--- src/pixel_pipe_defines.vh ---
// Constants for the palette pixel pipeline
`ifndef PIXEL_PIPE_DEFINES_VH
`define PIXEL_PIPE_DEFINES_VH
`define MODE_HI 7
`define MODE_LO 4
`define MODE_PSEUDO8 4'h0
`define MODE_BYP15_B 4'h1
`define MODE_BYP16_B 4'h2
`define MODE_BYP24_B 4'h3
`define MODE_PSEUDO16 4'h4
`define MODE_BYP15_W 4'h5
`define MODE_BYP16_W 4'h6
`define MODE_BYP24_SP 4'h7
`define MODE_BYP24_PK 4'h8
`define CMD_RESET 8'h00
`define MASK_RESET 8'hFF
`define PIPE_DEPTH 3
`endif

--- src/palette_ram.v ---
// Palette memory with pixel read port and host write port
`timescale 1ns/1ns
module palette_ram
#(
	parameter ENTRIES = 256,
	parameter AW = 8,
	parameter DW = 18
)
(
	input wire sys_clk,
	input wire wr_en,
	input wire [AW-1:0] wr_addr,
	input wire [DW-1:0] wr_data,
	input wire [AW-1:0] rd_addr,
	output reg [DW-1:0] rd_data
);
	// Colour entries
	reg [DW-1:0] mem [0:ENTRIES-1];

	// Registered read, host write
	always @(posedge sys_clk)
	begin
		if (wr_en)
			mem[wr_addr] <= wr_data;
		rd_data <= mem[rd_addr];
	end
endmodule // palette_ram

--- src/palette_pixel_pipeline.v ---
// Pixel pipeline: masking, palette lookup, bypass, blank and sense
`timescale 1ns/1ns
`include "pixel_pipe_defines.vh"
module palette_pixel_pipeline
#(
	parameter ENTRIES = 256,
	parameter AW = 8,
	parameter CW = 6,
	parameter DACW = 8
)
(
	input wire sys_clk,
	input wire reset,
	input wire [15:0] pixel_bus,
	input wire blank_n,
	input wire [7:0] command,
	input wire [7:0] pixel_mask,
	input wire pal_wr_en,
	input wire [AW-1:0] pal_wr_addr,
	input wire [3*CW-1:0] pal_wr_data,
	input wire [2:0] comp_above,
	output reg [DACW-1:0] dac_red,
	output reg [DACW-1:0] dac_green,
	output reg [DACW-1:0] dac_blue,
	output reg dac_power_down,
	output reg sense_n,
	output reg [3:0] video_mode
);
	// Scale a narrow colour field to the DAC width by bit repeat
	function [DACW-1:0] widen;
		input [7:0] v;
		input [3:0] w;
		reg [15:0] t;
		begin
			// Field at the top, its own upper bits repeated below it
			t = {8'h00, v} << (5'h10 - {1'b0, w});
			t = t | ({8'h00, v} << (5'h10 - {w, 1'b0}));
			widen = t[15:16-DACW];
		end
	endfunction

	// Pin synchronisers, two stages
	reg [15:0] pix_s1;
	reg [15:0] pix_s2;
	reg blank_s1;
	reg blank_s2;
	reg [7:0] cmd_s1;
	reg [7:0] cmd_s2;
	reg [7:0] mask_s1;
	reg [7:0] mask_s2;
	reg [2:0] comp_s1;
	reg [2:0] comp_s2;
	// Previous blank, for rising edge
	reg blank_prev;
	// Word phase toggles byte/word halves
	reg phase;
	// Held first half of a split pixel
	reg [15:0] held;
	// 24-bit counter: bytes in 24-bit byte mode, words in packed mode
	reg [1:0] pk_cnt;
	// Stage one: index and bypass colour
	reg [AW-1:0] index1;
	reg [23:0] byp1;
	reg byp_sel1;
	reg blank1;
	// Stage two aligned with palette read
	reg [23:0] byp2;
	reg byp_sel2;
	reg blank2;
	// Palette read data
	wire [3*CW-1:0] pal_q;
	// Assembled bypass colour this cycle
	reg [23:0] next_byp;
	reg next_valid;
	reg [AW-1:0] next_index;
	wire blank_rise;
	wire [3:0] mode;
	// Frame position of the word in the last sync stage
	wire cur_phase;
	wire [1:0] cur_cnt;

	assign blank_rise = blank_s2 & ~blank_prev;
	// word at the blank rise opens a frame
	assign cur_phase = blank_rise ? 1'b0 : phase;
	assign cur_cnt = blank_rise ? 2'h0 : pk_cnt;
	assign mode = cmd_s2[`MODE_HI:`MODE_LO];

	// Synchronise pixel, blank, command, mask and comparator inputs; palette write port is not synchronised
	always @(posedge sys_clk)
	begin
		if (reset)
		begin
			pix_s1 <= 16'h0000;
			pix_s2 <= 16'h0000;
			blank_s1 <= 1'b0;
			blank_s2 <= 1'b0;
			cmd_s1 <= `CMD_RESET;
			cmd_s2 <= `CMD_RESET;
			mask_s1 <= `MASK_RESET;
			mask_s2 <= `MASK_RESET;
			comp_s1 <= 3'h0;
			comp_s2 <= 3'h0;
		end
		else
		begin
			pix_s1 <= pixel_bus;
			pix_s2 <= pix_s1;
			blank_s1 <= blank_n;
			blank_s2 <= blank_s1;
			cmd_s1 <= command;
			cmd_s2 <= cmd_s1;
			mask_s1 <= pixel_mask;
			mask_s2 <= mask_s1;
			comp_s1 <= comp_above;
			comp_s2 <= comp_s1;
		end
	end

	// Assemble bypass colour and pseudo index per mode
	always @*
	begin
		next_byp = byp1;
		next_valid = 1'b1;
		next_index = pix_s2[7:0] & mask_s2;
		// pseudo-colour, bypass, sparse and packed modes
		case (mode)
			`MODE_PSEUDO8:
				next_valid = 1'b1;
			`MODE_PSEUDO16:
			begin
				if (cur_phase)
					next_index = pix_s2[15:8] & mask_s2;
				else
					next_index = pix_s2[7:0] & mask_s2;
			end
			// byte modes use low byte only
			`MODE_BYP15_B, `MODE_BYP16_B:
			begin
				next_valid = cur_phase;
				if (mode == `MODE_BYP15_B)
					next_byp = {widen({3'h0, pix_s2[6:2]}, 4'd5),
						widen({3'h0, pix_s2[1:0], held[7:5]}, 4'd5),
						widen({3'h0, held[4:0]}, 4'd5)};
				else
					next_byp = {widen({3'h0, pix_s2[7:3]}, 4'd5),
						widen({2'h0, pix_s2[2:0], held[7:5]}, 4'd6),
						widen({3'h0, held[4:0]}, 4'd5)};
			end
			`MODE_BYP24_B:
			begin
				next_valid = (cur_cnt == 2'd2);
				next_byp = {pix_s2[7:0], held[15:8], held[7:0]};
			end
			`MODE_BYP15_W:
				next_byp = {widen({3'h0, pix_s2[14:10]}, 4'd5),
					widen({3'h0, pix_s2[9:5]}, 4'd5),
					widen({3'h0, pix_s2[4:0]}, 4'd5)};
			`MODE_BYP16_W:
				next_byp = {widen({3'h0, pix_s2[15:11]}, 4'd5),
					widen({2'h0, pix_s2[10:5]}, 4'd6),
					widen({3'h0, pix_s2[4:0]}, 4'd5)};
			`MODE_BYP24_SP:
			begin
				// Sparse: two words per pixel, top byte unused
				next_valid = cur_phase;
				next_byp = {pix_s2[7:0], held[15:0]};
			end
			`MODE_BYP24_PK:
			begin
				// Packed: three words carry two pixels
				next_valid = (cur_cnt != 2'd0);
				if (cur_cnt == 2'd1)
					next_byp = {pix_s2[7:0], held[15:0]};
				else
					next_byp = {pix_s2[15:0], held[15:8]};
			end
			default:
				next_valid = 1'b1;
		endcase
	end

	// Framing counters and first-stage registers
	always @(posedge sys_clk)
	begin
		if (reset)
		begin
			blank_prev <= 1'b0;
			phase <= 1'b0;
			pk_cnt <= 2'd0;
			held <= 16'h0000;
			index1 <= {AW{1'b0}};
			byp1 <= 24'h000000;
			byp_sel1 <= 1'b0;
			blank1 <= 1'b0;
		end
		else
		begin
			blank_prev <= blank_s2;
			if (blank_rise)
			begin
				phase <= 1'b1;
				pk_cnt <= 2'd1;
			end
			else
			begin
				phase <= ~phase;
				if (pk_cnt == 2'd2)
					pk_cnt <= 2'd0;
				else
					pk_cnt <= pk_cnt + 2'd1;
			end
			held <= (mode == `MODE_BYP24_B && cur_cnt == 2'd1) ?
				{pix_s2[7:0], held[7:0]} : pix_s2;
			index1 <= next_index;
			byp_sel1 <= (mode != `MODE_PSEUDO8) && (mode != `MODE_PSEUDO16);
			if (next_valid)
				byp1 <= next_byp;
			blank1 <= blank_s2;
		end
	end

	palette_ram #(.ENTRIES(ENTRIES), .AW(AW), .DW(3*CW)) u_palette (
		.sys_clk(sys_clk),
		.wr_en(pal_wr_en),
		.wr_addr(pal_wr_addr),
		.wr_data(pal_wr_data),
		.rd_addr(index1),
		.rd_data(pal_q)
	);

	// Second stage, aligned with the palette read
	always @(posedge sys_clk)
	begin
		if (reset)
		begin
			byp2 <= 24'h000000;
			byp_sel2 <= 1'b0;
			blank2 <= 1'b0;
		end
		else
		begin
			byp2 <= byp1;
			byp_sel2 <= byp_sel1;
			blank2 <= blank1;
		end
	end

	// Output stage: third edge drives the DACs
	always @(posedge sys_clk)
	begin
		if (reset)
		begin
			dac_red <= {DACW{1'b0}};
			dac_green <= {DACW{1'b0}};
			dac_blue <= {DACW{1'b0}};
			dac_power_down <= 1'b1;
			sense_n <= 1'b1;
			video_mode <= `MODE_PSEUDO8;
		end
		else
		begin
			video_mode <= mode;
			dac_power_down <= ~blank2;
			if (!blank2)
			begin
				dac_red <= {DACW{1'b0}};
				dac_green <= {DACW{1'b0}};
				dac_blue <= {DACW{1'b0}};
			end
			else if (byp_sel2)
			begin
				dac_red <= byp2[23:16];
				dac_green <= byp2[15:8];
				dac_blue <= byp2[7:0];
			end
			else
			begin
				dac_red <= widen({2'h0, pal_q[3*CW-1:2*CW]}, 4'd6);
				dac_green <= widen({2'h0, pal_q[2*CW-1:CW]}, 4'd6);
				dac_blue <= widen({2'h0, pal_q[CW-1:0]}, 4'd6);
			end
			sense_n <= ~(|comp_s2);
		end
	end
endmodule // palette_pixel_pipeline

--- config.mk ---
export PLATFORM = sky130hd
export DESIGN_NAME = palette_pixel_pipeline
export DESIGN_NICKNAME = d
export VERILOG_FILES = /design/src/palette_ram.v /design/src/palette_pixel_pipeline.v
export VERILOG_INCLUDE_DIRS = /design/src
export SDC_FILE = /design/constraint.sdc
export NUM_CORES = 2
export LEC_CHECK = 0
export BUFFER_PORTS_ARGS = -buffer_cell sky130_fd_sc_hd__buf_2
export CORE_ASPECT_RATIO = 1.1
export CORE_MARGIN = 1
export CORE_UTILIZATION = 55
export CTS_BUF_LIST = sky130_fd_sc_hd__clkbuf_4 sky130_fd_sc_hd__clkbuf_8
export CTS_CLUSTER_DIAMETER = 60
export DETAILED_ROUTE_END_ITERATION = 16
export PLACE_DENSITY = 0.71
export SLEW_MARGIN = 20
export SYNTH_ARGS = -nofsm -noshare
export SYNTH_HDL_FRONTEND = slang
export SYNTH_MEMORY_MAX_BITS = 65536
export SYNTH_SLANG_ARGS = --single-unit
export TNS_END_PERCENT = 10
--- constraint.sdc ---
create_clock -name sys_clk -period 7.14 [get_ports sys_clk]
set_clock_uncertainty 0.05 [all_clocks]
set_input_delay 1.428 -clock sys_clk [delete_from_list [all_inputs] [get_ports sys_clk]]
set_output_delay 1.428 -clock sys_clk [all_outputs]
set_load 0.03 [all_outputs]
==> qor.yml <==
outcome:
  outcome: "complete, no violations"
cells_and_area:
  stdcell_area_um2: 205000
  drive_above_1_share: 0.271
  final_common_cell: "edfxtp_1"
  fin_cells: 14400
  nets: 9491
  post-route-util: 0.616
  final_cell_mix: "4608 x edfxtp_1, 886 x mux4_2, 747 x mux2i_1"
  fillers: 22500
  syn_to_final_growth_pct: 11.4
route:
  vias_per_cell: 6.54
  drc: 0
  wire_per_inst_um: 32.3
  ant_nets: 0
  wl_um: 464000
  drtPass1Iterations: 9
  drt_iter0_drc: 12600
  vias: 93900
floorplanning:
  fp.dieW_um: 554
  rows: 222
  start_util: 0.554
  die_h_um: 609
  core_area_um2: 333000
  pin_count: 95
  die_area_um2: 337000
logic_synthesis:
  yosysUniqueCellTypes: 63
  yosysTopAreaCell: "edfxtp_1"
  synth_cells: 8839
  syn-num-nets: 8906
  synth_seq_cells: 4799
  yosysWarnings: 0
  synth_enable_flop_cells: 4608
  synth_xor_area_frac: 0
  synthArstFlopShare: 0
  synth_compound_area_frac: 0.0373
  yosysSeqAreaShare: 0.772
  synthSimpleGateAreaFrac: 0.0220
  synthMuxAreaShare: 0.151
  yosys-top-cells-area: "edfxtp_1 75%, mux4_2 11%, mux2i_1 4.1%"
  synth_ff_type: "edfxtp_1"
  synthAdderAreaFrac: 0.000190
  postSynthAreaPerCell_um2: 20.8
  netlist.area_leader.share: 0.751
  synth_top_family_by_area: "multiplexers"
  netlist_area_um2: 184000
timing:
  fmax_mhz: 213
  fin_crit_ps: 4680
  rsz0062_at_grt: "no"
  setup_ws_ps: 2460
  timing.hold.ws_ps: 333
  relSlewSlack: 0.116
  finalHoldViolations: 0
  finalSetupViolCount: 0
  post-route-period-util: 0.656
  tightest_slew_ps: 1320
  maxSlewViolCount: 0
  fin_setup_tns_ps: 0
cts:
  holdBufCountCts: 0
  cts_sinks: 4799
  clockRootBuffer: "clkbuf_8"
  cts_setup_buffers: 0
  cts_resized: 0
  path_clk_slew_ps: 60
  numCtsBuffers: 720
  cts_tree: "built"
  ctsLongestPathBuffers: 4
  cts_max_level: 6
  clkLatencyLatePin_ps: 1230
placed_design:
  dp_worst_setup_slack_ps: 2260
  gp_congestion: 0.928
  numPortBuffers: 90
  placedCellCount: 13100
  place_area_um2: 191000
  place_hpwl_um: 272000
hold_path:
  whs_path_depth: 1
  hold_class: "flip-flop to flip-flop"
grt:
  grt_pass1_vias: 93000
  grt_overflow: 0
  grt_pass1_wl_um: 660000
  grt_max_degree: 193
  antenna_found_initial: 34
  track_usage: 0.272
flow_run:
  drv_cap: 0
power_and_ir_drop:
  p_per_area_nw_per_um2: 267
  p_leak_nw: 62.0
  power_mw: 54.7
  vdd_drop_max_uv: 184
critical_path:
  cp-end-kind: "flip-flop"
  cp.arrival_ps: 5690
  crit_type: "flip-flop to flip-flop"
  r2r_cells: 7
  path_max_fanout: 52
  cp.required_ps: 8150
  startpoint_type: "flip-flop"
## worst max-delay path: stages, from the launching register on
cell and delay [ps]:
dfxtp_4 1020, buf_12 430, buf_4 660, mux4_2 600
mux4_2 530, a22o_1 310, o32ai_1 510, nor4_1 150
## cell families after synthesis
group	Yosys count
compound gates	963
fa+ha+maj	3
buf+inv	558
flops	4799
mux	1675
simple gates	841
## sequential cells by signal, summed over array words and instances, names as in the netlist, 8 cells and up
register	cells
byp1	24
byp2	24
dac_blue	8
dac_green	8
dac_red	8
held	16
index1	8
mask_s1	8
mask_s2	8
pix_s1	16
pix_s2	16
u_palette.mem	4608
u_palette.rd_data	18
## Yosys cell counts (33+ instances only)
cell type / number
a21oi_1: 225
a22o_1: 36
a22oi_1: 33
buf_1: 41
buf_2: 91
buf_4: 45
buf_6: 50
clkbuf_1: 291
dfxtp_1: 191
edfxtp_1: 4608
mux2_2: 42
mux2i_1: 747
mux4_2: 886
nand2_1: 129
nand3_1: 59
nor2_1: 309
nor2b_1: 88
nor3_1: 119
o21ai_0: 41
o221ai_1: 313
o22ai_1: 192
## path summary, 6_finish.rpt
check	start	end	slack [ps]
max reg2reg	index1[0]	u_palette.rd_data[7]	2460
min	mask_s1[7]	mask_s2[7]	330
min reg2reg	mask_s1[7]	mask_s2[7]	330
max	index1[0]	u_palette.rd_data[7]	2460
## per-layer routing
metal / track usage / share of wire
met1: 0.373 / 0.37
met2: 0.420 / 0.47
met3: 0.0626 / 0.11
met4: 0.125 / 0.049
met5: 0.000711 / 0.00034
## where the power goes
group	switching [mW]	total, mW	leakage [nW]	internal (mW)
combinational	1.31	1.88	11.7	0.563
clock	10.5	21.8	7.34	11.4
sequential	0.0912	31.0	43.0	30.9
total	11.9	54.7	62.0	42.9
## area by class of cell
class | count | area, um2 | area share
Antenna cell | 17 | 42.5 | 0.000207
Clock inverter | 313 | 1990 | 0.00970
Multi-Input combinational cell | 3482 | 39900 | 0.194
Clock buffer | 970 | 11900 | 0.0582
Tap cell | 4368 | 5470 | 0.0266
Inverter | 8 | 42.5 | 0.000207
Timing Repair Buffer | 413 | 3600 | 0.0176
Sequential cell | 4799 | 142000 | 0.693
(Power assumes the default switching activity.)
